File: config.mk
export PLATFORM = sky130hd
export DESIGN_NAME = pcsm_top
export DESIGN_NICKNAME = d
export VERILOG_FILES = /design/src/hw/pcsm_pkg.sv /design/src/hw/pcsm_cal_divider.sv /design/src/hw/pcsm_freq_monitor.sv /design/src/hw/pcsm_top.sv
export VERILOG_INCLUDE_DIRS = /design/src /design/src/hw
export SDC_FILE = /design/constraint.sdc
export NUM_CORES = 1
export LEC_CHECK = 0
export ABC_AREA = 1
export BUFFER_PORTS_ARGS = -buffer_cell sky130_fd_sc_hd__buf_2
export CORE_MARGIN = 2
export CORE_UTILIZATION = 45
export CTS_CLUSTER_DIAMETER = 30
export DETAILED_ROUTE_END_ITERATION = 8
export SLEW_MARGIN = 40
export SYNTH_ARGS = -nofsm -noshare
export SYNTH_HDL_FRONTEND = slang
export SYNTH_SLANG_ARGS = --single-unit
File: constraint.sdc
create_clock -name pclk -period 2.2 [get_ports pclk]
set_clock_uncertainty 0.05 [all_clocks]
set_input_delay 0 -clock pclk [delete_from_list [all_inputs] [get_ports pclk]]
set_output_delay 0 -clock pclk [all_outputs]
set_load 0.005 [all_outputs]
File: src/hw/pcsm_consts.svh
// register indices, reset values, field codes and timing counts of the pll config slice
`ifndef PCSM_CONSTS_SVH
`define PCSM_CONSTS_SVH

// ============================================================
// register indices (byte address = index * 4)
`define PCSM_IDX_CTRL 10'h018
`define PCSM_IDX_ALIGN 10'h019
`define PCSM_IDX_STMON 10'h01a
`define PCSM_IDX_XFER 10'h020
`define PCSM_IDX_ISTAT 10'h021
`define PCSM_IDX_IMASK 10'h022
`define PCSM_IDX_MONST 10'h023

// ============================================================
// reset values
`define PCSM_CTRL_RST 8'h06
`define PCSM_ALIGN_RST 8'h00
`define PCSM_STMON_RST 8'h00
`define PCSM_IRQ_RST 4'h0

// ============================================================
// field codes and positions
`define PCSM_ALIGN_ASYNC 2'h1
`define PCSM_ALIGN_SYNC 2'h2
`define PCSM_CAL_DIV_BASE 5'h02
`define PCSM_XFER_BIT 0
`define PCSM_SDIV_MSB 1
`define PCSM_IRQ_W 4
`define PCSM_IRQ_CAL_DONE 0
`define PCSM_IRQ_REFA_LOST 1
`define PCSM_IRQ_REFB_LOST 2
`define PCSM_IRQ_ALIGN_HIT 3

// ============================================================
// timing
`define PCSM_CLK_NS 25
`define PCSM_WIN_NS 100000
`define PCSM_WIN_CYC (`PCSM_WIN_NS / `PCSM_CLK_NS)
`define PCSM_REF_HI_KHZ 1020
`define PCSM_VCO_KHZ 2000
`define PCSM_KHZ_TO_EDGES(k) (((k) * `PCSM_WIN_NS) / 1000000)
`define PCSM_CAL_TICKS 8'h40

`endif

File: src/hw/pcsm_pkg.sv
// register layouts and state types of the pll config slice
package pcsm_pkg;

  typedef struct packed {
    logic [4:0] lock_cfg;
    logic [1:0] cal_div;
    logic cal_start;
  } pcsm_ctrl_t;

  typedef struct packed {
    logic [1:0] mode;
    logic [2:0] ref_dly;
    logic [2:0] fb_dly;
  } pcsm_align_t;

  typedef struct packed {
    logic stat_div;
    logic ref_thr_low;
    logic [5:0] spare;
  } pcsm_stmon_t;

  typedef struct packed {
    logic ref_a;
    logic ref_b;
    logic vco;
  } pcsm_mon_t;

  typedef enum logic {
    PCSM_CAL_IDLE,
    PCSM_CAL_RUN
  } pcsm_cal_state_t;

endpackage

File: src/hw/pcsm_cal_divider.sv
// divides reference edges down to the calibration clock tick
`timescale 1ns/1ps
`include "pcsm_consts.svh"

module pcsm_cal_divider (
  input wire logic pclk,
  input wire logic presetn,
  input wire logic ce,
  input wire logic tick_in,
  input wire logic [1:0] code,
  output logic tick_q
);
  logic [4:0] cnt_q;
  logic [4:0] limit;
  logic [4:0] seen_q;
  logic [1:0] code_q;
  logic clean_q;

  assign limit = `PCSM_CAL_DIV_BASE << code;

  always_ff @(posedge pclk or negedge presetn) begin
    if (!presetn) begin
      cnt_q <= 5'h00;
      tick_q <= 1'b0;
    end else if (ce) begin
      tick_q <= 1'b0;
      if (tick_in) begin
        if (cnt_q >= limit - 5'h01) begin
          cnt_q <= 5'h00;
          tick_q <= 1'b1;
        end else begin
          cnt_q <= cnt_q + 5'h01;
        end
      end
    end
  end

  // helper: reference ticks seen since the last output tick
  always_ff @(posedge pclk or negedge presetn) begin
    if (!presetn) begin
      seen_q <= 5'h00;
    end else if (ce) begin
      if (tick_q) begin
        seen_q <= {4'h0, tick_in};
      end else if (tick_in) begin
        seen_q <= seen_q + 5'h01;
      end
    end
  end

  // helper: a period is only judged when the code held since the tick that opened it,
  // because a code change leaves the running count from the old ratio behind
  always_ff @(posedge pclk or negedge presetn) begin
    if (!presetn) begin
      code_q <= 2'h0;
      clean_q <= 1'b0;
    end else if (ce) begin
      code_q <= code;
      if (code != code_q) begin
        clean_q <= 1'b0;
      end else if (tick_q) begin
        clean_q <= 1'b1;
      end
    end
  end

  a_div_ratio: assert property (@(posedge pclk) disable iff (!presetn)
    $rose(tick_q) && $stable(code) && clean_q |-> seen_q == limit)
    else $error("calibration divider ratio wrong");

endmodule // pcsm_cal_divider

File: src/hw/pcsm_freq_monitor.sv
// counts input edges over a fixed window and flags the frequency valid above a threshold
`timescale 1ns/1ps
`include "pcsm_consts.svh"

module pcsm_freq_monitor (
  input wire logic pclk,
  input wire logic presetn,
  input wire logic ce,
  input wire logic sig_in,
  input wire logic [11:0] thresh,
  output logic valid_q
);
  logic sig_prev_q;
  logic [11:0] win_q;
  logic [11:0] edges_q;
  logic [11:0] edges_d;
  logic win_end;

  assign edges_d = edges_q + {11'h000, sig_in & ~sig_prev_q};
  assign win_end = (win_q == 12'(`PCSM_WIN_CYC - 1));

  always_ff @(posedge pclk or negedge presetn) begin
    if (!presetn) begin
      sig_prev_q <= 1'b0;
      win_q <= 12'h000;
      edges_q <= 12'h000;
      valid_q <= 1'b0;
    end else if (ce) begin
      sig_prev_q <= sig_in;
      if (win_end) begin
        win_q <= 12'h000;
        edges_q <= 12'h000;
        valid_q <= (edges_d > thresh);
      end else begin
        win_q <= win_q + 12'h001;
        edges_q <= edges_d;
      end
    end
  end

  a_mon_verdict: assert property (@(posedge pclk) disable iff (!presetn)
    ce && win_end |=> valid_q == ($past(edges_d) > $past(thresh)))
    else $error("monitor verdict does not match edge count");

endmodule // pcsm_freq_monitor

File: src/hw/pcsm_top.sv
// pll configuration slice: calibration divider and start, alignment reset, path delays, status divider, monitors
//
// Contract
// - the calibration divider code selects divide by 2, 4, 8 or 16 and resets to divide by 16.
// - the alignment mode does nothing for 00 and 11, resets counters at once for 01, on a reference edge for 10.
// - reference and feedback path delay codes are separate fields that reset to zero.
// - with the status divider bit set the status pin shows its source divided by 4, else undivided.
// - with the threshold bit at 0 a reference counts as valid only above 1.02 MHz.
// - the threshold bit moves only the two reference monitors, never the oscillator monitor.
//
// Chosen here: the APB register port.
`timescale 1ns/1ps
`include "pcsm_consts.svh"

module pcsm_top #(
  parameter int REF_LOW_KHZ = 500
) (
  input wire logic pclk,
  input wire logic presetn,
  input wire logic ce,
  input wire logic psel,
  input wire logic penable,
  input wire logic pwrite,
  input wire logic [11:0] paddr,
  input wire logic [31:0] pwdata,
  output logic pready,
  output logic [31:0] prdata,
  output logic pslverr,
  input wire logic ref_a_in,
  input wire logic ref_b_in,
  input wire logic fb_in,
  input wire logic vco_in,
  input wire logic align_n_in,
  input wire logic status_src,
  output logic status_pin,
  output logic cal_busy,
  output logic [2:0] ref_delay,
  output logic [2:0] fb_delay,
  output logic [7:0] ref_cnt,
  output logic [7:0] fb_cnt,
  output pcsm_pkg::pcsm_mon_t mon_valid,
  output logic irq
);
  // ============================================================
  // apb slave
  logic [9:0] idx;
  logic acc;
  logic wr;
  logic mapped;
  logic [7:0] rd_mux;

  assign idx = paddr[11:2];
  assign acc = psel && penable && pready;
  assign wr = acc && pwrite && ce;

  pcsm_pkg::pcsm_ctrl_t ctrl_sh_q;
  pcsm_pkg::pcsm_align_t align_sh_q;
  pcsm_pkg::pcsm_stmon_t stmon_sh_q;
  pcsm_pkg::pcsm_ctrl_t ctrl_act_q;
  pcsm_pkg::pcsm_align_t align_act_q;
  pcsm_pkg::pcsm_stmon_t stmon_act_q;
  logic [`PCSM_IRQ_W-1:0] ist_q;
  logic [`PCSM_IRQ_W-1:0] imask_q;
  logic [`PCSM_IRQ_W-1:0] events;

  always_comb begin
    mapped = 1'b1;
    rd_mux = 8'h00;
    unique case (idx)
      `PCSM_IDX_CTRL: rd_mux = ctrl_sh_q;
      `PCSM_IDX_ALIGN: rd_mux = align_sh_q;
      `PCSM_IDX_STMON: rd_mux = stmon_sh_q;
      `PCSM_IDX_XFER: rd_mux = 8'h00;
      `PCSM_IDX_ISTAT: rd_mux = {4'h0, ist_q};
      `PCSM_IDX_IMASK: rd_mux = {4'h0, imask_q};
      `PCSM_IDX_MONST: rd_mux = {4'h0, cal_busy, mon_valid};
      default: mapped = 1'b0;
    endcase
  end

  // one wait-free access phase: answer is set up during the setup cycle
  always_ff @(posedge pclk or negedge presetn) begin
    if (!presetn) begin
      pready <= 1'b0;
      prdata <= 32'h0000_0000;
      pslverr <= 1'b0;
    end else if (ce) begin
      pready <= psel && !penable && !pready;
      if (psel && !penable) begin
        prdata <= pwrite ? 32'h0000_0000 : {24'h00_0000, rd_mux};
        pslverr <= !mapped;
      end else begin
        pslverr <= 1'b0;
      end
    end
  end

  // ============================================================
  // shadow and active registers
  logic xfer;

  assign xfer = wr && (idx == `PCSM_IDX_XFER) && pwdata[`PCSM_XFER_BIT];

  always_ff @(posedge pclk or negedge presetn) begin
    if (!presetn) begin
      ctrl_sh_q <= `PCSM_CTRL_RST;
      align_sh_q <= `PCSM_ALIGN_RST;
      stmon_sh_q <= `PCSM_STMON_RST;
    end else if (wr) begin
      if (idx == `PCSM_IDX_CTRL) begin
        ctrl_sh_q <= pwdata[7:0];
      end
      if (idx == `PCSM_IDX_ALIGN) begin
        align_sh_q <= pwdata[7:0];
      end
      if (idx == `PCSM_IDX_STMON) begin
        stmon_sh_q <= pwdata[7:0];
      end
    end
  end

  // ctrl, align and stmon settings act only after the transfer strobe, so a calibration can be
  // staged behind every other write that affects it
  always_ff @(posedge pclk or negedge presetn) begin
    if (!presetn) begin
      ctrl_act_q <= `PCSM_CTRL_RST;
      align_act_q <= `PCSM_ALIGN_RST;
      stmon_act_q <= `PCSM_STMON_RST;
    end else if (ce && xfer) begin
      ctrl_act_q <= ctrl_sh_q;
      align_act_q <= align_sh_q;
      stmon_act_q <= stmon_sh_q;
    end
  end

  always_ff @(posedge pclk or negedge presetn) begin
    if (!presetn) begin
      ref_delay <= 3'h0;
      fb_delay <= 3'h0;
    end else if (ce) begin
      ref_delay <= align_act_q.ref_dly;
      fb_delay <= align_act_q.fb_dly;
    end
  end

  a_delay_reset: assert property (@(posedge pclk) disable iff (!presetn)
    $rose(presetn) |-> ##1 ref_delay == 3'h0 && fb_delay == 3'h0)
    else $error("path delay codes not zero after reset");

  // ============================================================
  // reference edges, calibration clock and calibration run
  logic ref_prev_q;
  logic fb_prev_q;
  logic ref_edge;
  logic fb_edge;
  logic cal_tick;
  logic start_prev_q;
  logic launch;
  logic cal_done;
  logic [7:0] cal_cnt_q;
  pcsm_pkg::pcsm_cal_state_t cal_st_q;

  assign ref_edge = ref_a_in && !ref_prev_q;
  assign fb_edge = fb_in && !fb_prev_q;
  assign launch = ctrl_act_q.cal_start && !start_prev_q;
  assign cal_done = (cal_st_q == pcsm_pkg::PCSM_CAL_RUN) && cal_tick && (cal_cnt_q == `PCSM_CAL_TICKS - 8'h01);

  always_ff @(posedge pclk or negedge presetn) begin
    if (!presetn) begin
      ref_prev_q <= 1'b0;
      fb_prev_q <= 1'b0;
      start_prev_q <= 1'b0;
    end else if (ce) begin
      ref_prev_q <= ref_a_in;
      fb_prev_q <= fb_in;
      start_prev_q <= ctrl_act_q.cal_start;
    end
  end

  pcsm_cal_divider u_cal_div (
    .pclk(pclk),
    .presetn(presetn),
    .ce(ce),
    .tick_in(ref_edge),
    .code(ctrl_act_q.cal_div),
    .tick_q(cal_tick)
  );

  // a new launch during a run is ignored; the oscillator divider must not be
  // in bypass meanwhile, which this slice cannot see
  always_ff @(posedge pclk or negedge presetn) begin
    if (!presetn) begin
      cal_st_q <= pcsm_pkg::PCSM_CAL_IDLE;
      cal_cnt_q <= 8'h00;
      cal_busy <= 1'b0;
    end else if (ce) begin
      unique case (cal_st_q)
        pcsm_pkg::PCSM_CAL_IDLE: begin
          if (launch) begin
            cal_st_q <= pcsm_pkg::PCSM_CAL_RUN;
            cal_cnt_q <= 8'h00;
            cal_busy <= 1'b1;
          end
        end
        pcsm_pkg::PCSM_CAL_RUN: begin
          if (cal_done) begin
            cal_st_q <= pcsm_pkg::PCSM_CAL_IDLE;
            cal_busy <= 1'b0;
          end else if (cal_tick) begin
            cal_cnt_q <= cal_cnt_q + 8'h01;
          end
        end
      endcase
    end
  end

  a_cal_launch: assert property (@(posedge pclk) disable iff (!presetn)
    ce && launch && !cal_busy |=> cal_busy)
    else $error("start bit rise did not launch calibration");

  a_cal_hold: assert property (@(posedge pclk) disable iff (!presetn)
    ce && !cal_busy && start_prev_q && ctrl_act_q.cal_start |=> !cal_busy)
    else $error("held start bit launched a calibration");

  // ============================================================
  // counter alignment from the active-low alignment pin
  logic align_act;
  logic align_clr;

  assign align_act = !align_n_in;
  always_comb begin
    align_clr = 1'b0;
    unique case (align_act_q.mode)
      `PCSM_ALIGN_ASYNC: align_clr = align_act;
      `PCSM_ALIGN_SYNC: align_clr = align_act && ref_edge;
      default: align_clr = 1'b0;
    endcase
  end

  always_ff @(posedge pclk or negedge presetn) begin
    if (!presetn) begin
      ref_cnt <= 8'h00;
      fb_cnt <= 8'h00;
    end else if (ce) begin
      if (align_clr) begin
        ref_cnt <= 8'h00;
        fb_cnt <= 8'h00;
      end else begin
        ref_cnt <= ref_cnt + {7'h00, ref_edge};
        fb_cnt <= fb_cnt + {7'h00, fb_edge};
      end
    end
  end

  a_align_async: assert property (@(posedge pclk) disable iff (!presetn)
    ce && align_act_q.mode == `PCSM_ALIGN_ASYNC && align_act |=> ref_cnt == 8'h00 && fb_cnt == 8'h00)
    else $error("asynchronous alignment did not clear counters");

  a_align_idle: assert property (@(posedge pclk) disable iff (!presetn)
    ce && (align_act_q.mode == 2'h0 || align_act_q.mode == 2'h3) && !ref_edge |=> $stable(ref_cnt))
    else $error("idle alignment mode disturbed counter");

  // ============================================================
  // status pin divider
  logic src_prev_q;
  logic [1:0] sdiv_q;

  always_ff @(posedge pclk or negedge presetn) begin
    if (!presetn) begin
      src_prev_q <= 1'b0;
      sdiv_q <= 2'h0;
      status_pin <= 1'b0;
    end else if (ce) begin
      src_prev_q <= status_src;
      if (status_src && !src_prev_q) begin
        sdiv_q <= sdiv_q + 2'h1;
      end
      status_pin <= stmon_act_q.stat_div ? sdiv_q[`PCSM_SDIV_MSB] : status_src;
    end
  end

  a_status_plain: assert property (@(posedge pclk) disable iff (!presetn)
    ce && !stmon_act_q.stat_div |=> status_pin == $past(status_src))
    else $error("undivided status pin does not follow source");

  // ============================================================
  // frequency monitors; the threshold bit steers only the two references
  logic [11:0] ref_thr;
  logic [2:0] mon_raw;
  logic [2:0] mon_sig;
  logic [11:0] mon_thr [3];

  assign ref_thr = stmon_act_q.ref_thr_low ? 12'(`PCSM_KHZ_TO_EDGES(REF_LOW_KHZ))
                                           : 12'(`PCSM_KHZ_TO_EDGES(`PCSM_REF_HI_KHZ));
  assign mon_sig = {ref_a_in, ref_b_in, vco_in};
  assign mon_thr[2] = ref_thr;
  assign mon_thr[1] = ref_thr;
  assign mon_thr[0] = 12'(`PCSM_KHZ_TO_EDGES(`PCSM_VCO_KHZ));
  assign mon_valid = mon_raw;

  for (genvar i = 0; i < 3; i++) begin : g_mon
    pcsm_freq_monitor u_mon (
      .pclk(pclk),
      .presetn(presetn),
      .ce(ce),
      .sig_in(mon_sig[i]),
      .thresh(mon_thr[i]),
      .valid_q(mon_raw[i])
    );
  end

  a_vco_thresh: assert property (@(posedge pclk) disable iff (!presetn)
    $changed(stmon_act_q.ref_thr_low) |-> $stable(mon_thr[0]) && mon_thr[0] == 12'h0c8)
    else $error("oscillator threshold moved with reference bit");

  a_ref_thresh_hi: assert property (@(posedge pclk) disable iff (!presetn)
    !stmon_act_q.ref_thr_low |-> mon_thr[2] == 12'h066 && mon_thr[1] == 12'h066)
    else $error("reference threshold not at default level");

  // ============================================================
  // interrupts: sticky status, write one to clear, set beats clear
  logic [`PCSM_IRQ_W-1:0] ist_clr;
  logic refa_prev_q;
  logic refb_prev_q;

  always_comb begin
    events = `PCSM_IRQ_RST;
    events[`PCSM_IRQ_CAL_DONE] = cal_done;
    events[`PCSM_IRQ_REFA_LOST] = ce && !mon_valid.ref_a && refa_prev_q;
    events[`PCSM_IRQ_REFB_LOST] = ce && !mon_valid.ref_b && refb_prev_q;
    events[`PCSM_IRQ_ALIGN_HIT] = align_clr;
  end

  assign ist_clr = (wr && idx == `PCSM_IDX_ISTAT) ? pwdata[`PCSM_IRQ_W-1:0] : `PCSM_IRQ_RST;

  always_ff @(posedge pclk or negedge presetn) begin
    if (!presetn) begin
      ist_q <= `PCSM_IRQ_RST;
      imask_q <= `PCSM_IRQ_RST;
      irq <= 1'b0;
      refa_prev_q <= 1'b0;
      refb_prev_q <= 1'b0;
    end else if (ce) begin
      ist_q <= (ist_q & ~ist_clr) | events;
      if (wr && idx == `PCSM_IDX_IMASK) begin
        imask_q <= pwdata[`PCSM_IRQ_W-1:0];
      end
      irq <= |(((ist_q & ~ist_clr) | events) & imask_q);
      refa_prev_q <= mon_valid.ref_a;
      refb_prev_q <= mon_valid.ref_b;
    end
  end

endmodule // pcsm_top

==> results by group, run 1 <==
Cells and area
  • Share of layout cells above drive strength 1: 16.6%
  • NumNets Final: 1375
  • Antenna diodes: 0
  • Fin area: 0.0112 sq mm
  • P&R area growth vs syn: 16.4%
  • Finished Layout Cells: 1580

Floorplan
  • Die height: 150 microns
  • Row Count: 53
  • I/O pin total: 118
  • Core area: 0.0210 sq mm
  • Die Span X: 150 microns
  • Die footprint: 0.0226 sq mm
  • Initial Utilization: 45.9%

Placed design
  • Placed Instance Area: 0.0103 sq mm
  • I/O Buffers: 67
  • HPWL after DPL: 16000 microns
  • Inst Count DP: 1519
  • Placer Congestion: 0.816
  • Setup WS pre-CTS: -25.8 ps

Outcome
  • Status: finished, final reports clean

Clock network
  • CTS tree: built
  • CTS max path bufs: 2
  • Root Buffer: clkbuf_16
  • Num Clock Sinks: 180
  • Htree depth: 4
  • TritonCTS Buffers: 17
  • CTS clk-pin slew, worst paths: 70 ps
  • Skew-Pair Late Insertion Delay: 430 ps

Pwr
  • Worst vdd ir: 0.461 mV
  • Leakage Power: 5.49 nW
  • Power Density: 835 mW/mm^2

Worst setup path
  • Critical Path, Cell by Cell: nor2_2 -> ha_2 -> nand3_4 -> nand3b_1 -> xor2_1 -> ha_1 -> a21boi_2 -> nand3_1 -> nand2_1 -> nand2_1 -> a21oi_2
  • CP Class: reg2reg
  • CP peak stage delay: 390 ps
  • Crit. End Element: flop
  • Critical Path Fanout Max: 3
  • Crit-path leading delay family: simple AND/OR/NAND/NOR gates
  • Buf/Inv on CP: 0
  • Worst path most repeated cell: nand2_1
  • CP max-delay cell: dfrtp_1
  • CP Data Required Time: 2510 ps
  • Critical path arrival: 2430 ps
  • Startpoint types: flop

Routing
  • Vias per cell: 4.97
  • 1st-iter DRT viols: 382
  • Drt first pass iters: 5
  • DR WL/cell: 13.9 microns
  • Vias: 7853
  • WL final: 21900 microns
  • Count of antenna-violating nets left after detailed routing: 0
  • DRC: 0

Global route
  • Largest net degree at the start of global routing: 65
  • GR Overflow Total: 0
  • First-pass GRT wire length: 37400 microns
  • Antenna violations before repair: 0
  • GR Util All Layers: 20.7%
  • Vias in the first global route: 7676

STA
  • Worst slew pin tran: 586 ps
  • RSZ-0062 raised after global routing: true
  • Setup-failing EPs final: 0
  • Fmax: 471 MHz
  • Final worst-path cycle share: 96.5%
  • Slack of the critical path: 77.4 ps
  • Setup TNS: 0 ps
  • Minimum clock period: 2120 ps
  • Fin. max-slew vios: 0
  • Relative slew slack: 60.8%
  • Hold Violations, Final: 0

Synth
  • Cell variety after synth: 55
  • Cells after synthesis: 1181
  • Register bit total from synthesis: 180
  • Asr flop ratio synth: 100%
  • Synth Warn #: 0
  • Share of the synthesized area in the top cell type: 45.7%
  • Synth top area cells: dfrtp_1 46%, nand2_1 11%, inv_1 6.2%, nand3_1 4.4%, ha_1 3.5%
  • Ys flop type: dfrtp_1
  • Post-Syn Area: 0.00965 sq mm
  • Post-synth EDFFs: 0
  • Seq/Total Area, Yosys: 46.7%
  • Post-Syn Area per Cell: 8.17 sq um
  • Post-synth top area cell: dfrtp_1

Flow run
  • Max-cap check violation count: 0

Min path
  • HP Class: in2reg
routing by layer:
| metal | global-route usage, % | vias up | part of all wire (%) |
|---|---|---|---|
| li1 | - | 4022 | - |
| met3 | 3.88 | 11 | 3.3 |
| met2 | 34.8 | 122 | 48 |
| met4 | 4.58 | 0 | 0.59 |
| met1 | 27.9 | 3698 | 48 |
| met5 | 0 | - | 0 |
layout by cell type (no fill, tap or decap), types with 5 or more instances in the layout:
cell,count
nand2_1,278
dfrtp_1,176
inv_1,156
nand3_1,84
nor2_1,83
buf_2,66
o21ai_0,64
nor3_1,31
a21oi_1,27
o22ai_1,26
conb_1,25
xor2_1,24
ha_1,24
dlygate4sd3_1,24
buf_4,24
nand4_1,22
o21ai_2,21
clkbuf_16,17
nor2_2,12
o21ai_1,10
inv_2,9
nor2_4,7
nor3_2,6
nand2_2,5
nand3_2,5
a31oi_1,5
stage by stage:
step | power, W | utilization (%) | hold slack (ps)
after detailed placement | 0.00639 | 48.9 | -12.8
final | 0.00938 | 53.4 | 26.4
after global placement | 0.00632 | 48.9 | -17.6
after global routing | 0.0100 | 53.4 | 39.1
after floorplan | 0.00579 | - | -346
after CTS | 0.00943 | 52.8 | 15.9
worst paths after layout:
check / startpoint / endpoint / slack (ps) / cells past startpoint
max reg2reg: g_mon[1].u_mon.sig_prev_q$_DFFE_PN0P_ / g_mon[1].u_mon.valid_q$_DFFE_PN0P_ / 80 / 11
max: g_mon[1].u_mon.sig_prev_q$_DFFE_PN0P_ / g_mon[1].u_mon.valid_q$_DFFE_PN0P_ / 80 / 11
min reg2reg: sdiv_q[1]$_DFFE_PN0P_ / sdiv_q[1]$_DFFE_PN0P_ / 420 / 1
min in group asynchronous: presetn / g_mon[0].u_mon.win_q[0]$_DFFE_PN0P_ / 60 / 2
max in group asynchronous: presetn / align_act_q[2]$_DFFE_PN0P_ / 1300 / 3
min: ce / pready$_DFFE_PN0P_ / 30 / 3
cells by family after synthesis:
logic type	count (synthesis)	share of synthesized area [%]
AO/OA/AOI/OAI	173	10.8
XOR/XNOR	28	2.54
adder cells (fa/ha/maj)	27	3.50
buffers and inverters	214	9.97
flip-flops	180	46.7
multiplexers	1	0.104
other	2	0.0779
AND/OR/NAND/NOR	556	26.2
flip-flops by register name, summed over array words and instances (netlist names), 4 cells and up:
| register | cells |
|---|---|
| ref_cnt | 8 |
| u_cal_div.cnt_q | 5 |
| g_mon.u_mon.edges_q | 36 |
| prdata | 8 |
| cal_cnt_q | 8 |
| ist_q | 4 |
| align_act_q | 8 |
| imask_q | 4 |
| stmon_sh_q | 8 |
| g_mon.u_mon.win_q | 36 |
| ctrl_sh_q | 8 |
| fb_cnt | 8 |
| align_sh_q | 8 |
worst min-delay path, cell delays in order:
cell,delay [ps]
buf_2,190
nand2_1,160
o21a_1,130
area by class of cell:
class / instances / area [sq um]
multi-input combinational: 810 / 4360
fill: 2025 / 9790
clock inverter: 14 / 135
clock buffer: 18 / 439
tap: 275 / 344
timing repair buffer: 118 / 825
sequential: 180 / 4510
inverter: 165 / 619
power breakdown:
group | internal [W] | leakage (nW) | switching [W] | total [W]
sequential | 0.00389 | 2.30 | 0.000557 | 0.00445
clock | 0.00154 | 0.282 | 0.00144 | 0.00298
combinational | 0.000790 | 2.91 | 0.00116 | 0.00195
timing repair:
item,4_1_cts,5_1_grt
setup buffers,0,5
endpoints found under the hold margin,205,1
pin swaps,0,10
resized for setup,3,23
hold buffers,23,1
endpoints found under the setup margin,1,6
cell usage after synthesis, types with 8 or more instances:
master and count:
nand2_1 281, o21ai_1 10, nor3_1 32, nor2_2 8, a21oi_1 28, o21ai_2 21, buf_4 32, o22ai_1 26
nor2_1 89, inv_1 159, ha_1 27, nand3_1 85, dfrtp_1 176, xor2_1 24, o21ai_0 64, nand4_1 22
Note: power is estimated with default switching activity, not from simulation.
==> run 2, diff against run 1 <==
Settings changed: ABC_AREA 1 to unset.
==> run 2 against run 1 <==
The run now ends with setup timing left; worst setup slack worse by 340 ps; combinational power down 14%; first-iteration DRC count up 16%; final area up 2.8%; via count down 4.0%; power down 5.1%; synthesized cell count down 17%; synthesized area up 0.48%; critical path type unchanged.
==> results by group, run 2 <==
Clock network
  • Root Buffer: clkbuf_16 (unchanged)
  • CTS tree: built (unchanged)
  • CTS max path bufs: 2 (unchanged)
  • CTS clk-pin slew, worst paths: 80 ps (was 70 ps)
  • TritonCTS Buffers: 17 (unchanged)
  • Skew-Pair Late Insertion Delay: 440 ps (was 430 ps)
  • Htree depth: 4 (unchanged)
  • Num Clock Sinks: 180 (unchanged)

Synth
  • Synth Warn #: 0 (unchanged)
  • Asr flop ratio synth: 100% (unchanged)
  • Count leader, synth: dfrtp_1 (was nand2_1)
  • Post-Syn Area per Cell: 9.92 sq um (was 8.17 sq um)
  • Seq/Total Area, Yosys: 46.5% (was 46.7%)
  • Top post-synthesis cells by count: 176 x dfrtp_1, 104 x nand2_1, 78 x o21ai_0 (was 281 x nand2_1, 176 x dfrtp_1, 159 x inv_1)
  • Cell variety after synth: 75 (was 55)
  • Post-Syn Area: 0.00969 sq mm (was 0.00965 sq mm)
  • Register bit total from synthesis: 180 (unchanged)
  • Ys flop type: dfrtp_1 (unchanged)
  • Synth top area cells: dfrtp_1 45%, o21ai_0 4.0%, nand2_1 4.0%, ha_1 3.5%, mux2_2 3.1% (was dfrtp_1 46%, nand2_1 11%, inv_1 6.2%, nand3_1 4.4%, ha_1 3.5%)
  • Post-synth top area cell: dfrtp_1 (unchanged)
  • Share of the synthesized area in the top cell type: 45.4% (was 45.7%)
  • Cells after synthesis: 977 (was 1181)
  • Post-synth EDFFs: 0 (unchanged)

STA
  • Relative slew slack: 55.3% (was 60.8%)
  • Hold Violations, Final: 0 (unchanged)
  • Worst slew pin tran: 663 ps (was 586 ps)
  • Final worst-path cycle share: 112% (was 96.5%)
  • Worst hold slack: 4.76 ps (was 26.4 ps)
  • Minimum clock period: 2460 ps (was 2120 ps)
  • Setup-failing EPs final: 2 (was 0)
  • Fin. max-slew vios: 0 (unchanged)
  • Slack of the critical path: -264 ps (was 77.4 ps)
  • RSZ-0062 raised after global routing: true (unchanged)
  • Fmax: 406 MHz (was 471 MHz)

Worst setup path
  • CP Data Required Time: 2450 ps (was 2510 ps)
  • CP Class: reg2reg (unchanged)
  • Startpoint types: flop (unchanged)
  • Crit. End Element: flop (unchanged)
  • Critical path arrival: 2720 ps (was 2430 ps)
  • Critical Path Fanout Max: 2 (was 3)
  • CP max-delay cell: dfrtp_1 (unchanged)
  • Critical Path, Cell by Cell: nor2b_2 -> ha_2 -> nand4_1 -> nor2_2 -> xor2_1 -> ha_1 -> and2_4 -> a31oi_4 -> a2111oi_1 -> o41ai_1 -> a31oi_1 (was nor2_2 -> ha_2 -> nand3_4 -> nand3b_1 -> xor2_1 -> ha_1 -> a21boi_2 -> nand3_1 -> nand2_1 -> nand2_1 -> a21oi_2)
  • CP peak stage delay: 390 ps (about the same)

Floorplan
  • Initial Utilization: 46.0% (was 45.9%)
  • I/O pin total: 118 (unchanged)
  • Row Count: 53 (unchanged)
  • Core area: 0.0211 sq mm (was 0.0210 sq mm)
  • Die footprint: 0.0227 sq mm (was 0.0226 sq mm)
  • Die Span X: 151 microns (was 150 microns)
  • Die height: 151 microns (was 150 microns)

Global route
  • Largest net degree at the start of global routing: 81 (was 65)
  • First-pass GRT wire length: 36300 microns (was 37400 microns)
  • Vias in the first global route: 7175 (was 7676)
  • GR Util All Layers: 19.9% (was 20.7%)
  • GRT met3 Usage: 3.09% (was 3.88%)
  • Met2 usage: 30.8% (was 34.8%)
  • Busiest grt layer: met2 (unchanged)
  • Antenna violations before repair: 0 (unchanged)
  • Met1 Track Usage GR: 28.8% (was 27.9%)
  • GR Overflow Total: 0 (unchanged)

Cells and area
  • Antenna diodes: 0 (unchanged)
  • Share of layout cells above drive strength 1: 22.0% (was 16.6%)
  • Largest regs: g_mon.u_mon.edges_q x36, g_mon.u_mon.win_q x36 (unchanged)
  • P&R area growth vs syn: 19.0% (was 16.4%)
  • Finished Layout Cells: 1389 (was 1580)
  • NumNets Final: 1184 (was 1375)
  • Most common cell after layout, fill and taps aside: dfrtp_1 (was nand2_1)
  • Highest-count cells in the layout ignoring fill and taps: 176 x dfrtp_1, 101 x nand2_1, 78 x o21ai_0, 66 x buf_2, 63 x nor2_1 (was 278 x nand2_1, 176 x dfrtp_1, 156 x inv_1, 84 x nand3_1, 83 x nor2_1)

Routing
  • DR WL/cell: 15.5 microns (was 13.9 microns)
  • 1st-iter DRT viols: 445 (was 382)
  • Drt first pass iters: 5 (unchanged)
  • DRC: 0 (unchanged)
  • Vias per cell: 5.42 (was 4.97)
  • Vias: 7535 (was 7853)
  • WL final: 21500 microns (was 21900 microns)
  • Count of antenna-violating nets left after detailed routing: 0 (unchanged)

Placed design
  • Placer Congestion: 0.837 (was 0.816)
  • Inst Count DP: 1327 (was 1519)
  • HPWL after DPL: 14700 microns (was 16000 microns)
  • I/O Buffers: 67 (unchanged)

Flow run
  • Max-cap check violation count: 0 (unchanged)

Outcome
  • Violated checks: setup timing
  • Status: finished, violations left (was finished, final reports clean)

Pwr
  • Power Density: 771 mW/mm^2 (was 835 mW/mm^2)
  • Worst vdd ir: 0.479 mV (was 0.461 mV)
  • Leakage Power: 5.28 nW (was 5.49 nW)

Min path
  • HP Class: in2reg (unchanged)
run 2: cell types whose count changed after synthesis, moves of 16 or more:
cell | before | now
clkbuf_1 | 6 | 29
and3_1 | 0 | 16
mux2_1 | 0 | 20
nor2_1 | 89 | 65
xnor2_1 | 4 | 31
mux2_2 | 0 | 27
o21ai_2 | 21 | 0
o2bb2ai_1 | 0 | 18
inv_1 | 159 | 25
o22ai_1 | 26 | 6
nand2_1 | 281 | 104
nand3_1 | 85 | 45
run 2: where the power goes:
part | internal, W | switching, W
sequential | 0.00372 | 0.000497
combinational | 0.000828 | 0.000842
clock | 0.00152 | 0.00148
run 2: timing repair:
item,4_1_cts,5_1_grt
endpoints found under the hold margin,125,0
endpoints found under the setup margin,2,15
gates resized for setup,8,23
hold buffers,22,0
setup buffers,8,1
pin swaps,16,15
run 2: layout make-up:
type	count	area (sq um)
fill	1890	9550
multi-input combinational	723	4930
sequential	180	4510
timing repair buffer	153	1070
clock buffer	17	425
tap	275	344
clock inverter	15	164
inverter	26	97.6
run 2: cell families (layout without fill, tap and decap cells):
logic type / after synthesis / in the layout / synth area share [%]
simple gates: 340 / 340 / 17.6
compound gates: 207 / 207 / 14.0
flops: 180 / 180 / 46.5
buf+inv: 97 / 211 / 4.97
mux: 72 / 72 / 8.56
xor+xnor: 50 / 50 / 4.52
fa+ha+maj: 29 / 29 / 3.69
other cells: 2 / 25 / 0.0775
run 2: worst paths after layout:
path	from	to	slack [ps]	cells after the start
max in group asynchronous	presetn	ctrl_act_q[1]$_DFFE_PN1P_	1210	3
setup / recovery	g_mon[1].u_mon.sig_prev_q$_DFFE_PN0P_	g_mon[1].u_mon.valid_q$_DFFE_PN0P_	-260	11
hold reg to reg	sdiv_q[0]$_DFFE_PN0P_	sdiv_q[0]$_DFFE_PN0P_	420	1
min in group asynchronous	presetn	g_mon[0].u_mon.edges_q[3]$_DFFE_PN0P_	80	2
hold / removal	paddr[6]	pslverr$_DFFE_PN0P_	5	5
setup reg to reg	g_mon[1].u_mon.sig_prev_q$_DFFE_PN0P_	g_mon[1].u_mon.valid_q$_DFFE_PN0P_	-260	11
run 2: stage by stage:
step | setup TNS, ps | area [sq um] | util (%) | total power (W) | worst slack (ps)
global placement | -304 | 10500 | 50.0 | 0.00573 | -226
global route | -548 | 11500 | 54.7 | 0.00944 | -326
finish | -322 | 11500 | 54.7 | 0.00890 | -264
detailed placement | -365 | 10500 | 50.0 | 0.00577 | -296
floorplan | -286 | 9790 | - | 0.00522 | -250
CTS | -293 | 11400 | 54.2 | 0.00889 | -291
run 2: worst max-delay path: cells and delay by family (launching register included):
| family | cells | cell delay (ps) |
|---|---|---|
| compound gates | 4 | 690 |
| xor+xnor | 1 | 170 |
| fa+ha+maj | 2 | 460 |
| simple gates | 4 | 570 |
| flops | 1 | 390 |
run 2: metal layers:
layer  vias to the layer above  routed length (microns)  share of wire (%)
met1                      3631                    10800                 50
met2                       152                     9610                 45
li1                       3723                        -                  -
met3                        29                      796                3.7
met5                         -                        0                  0
met4                         0                      332                1.5
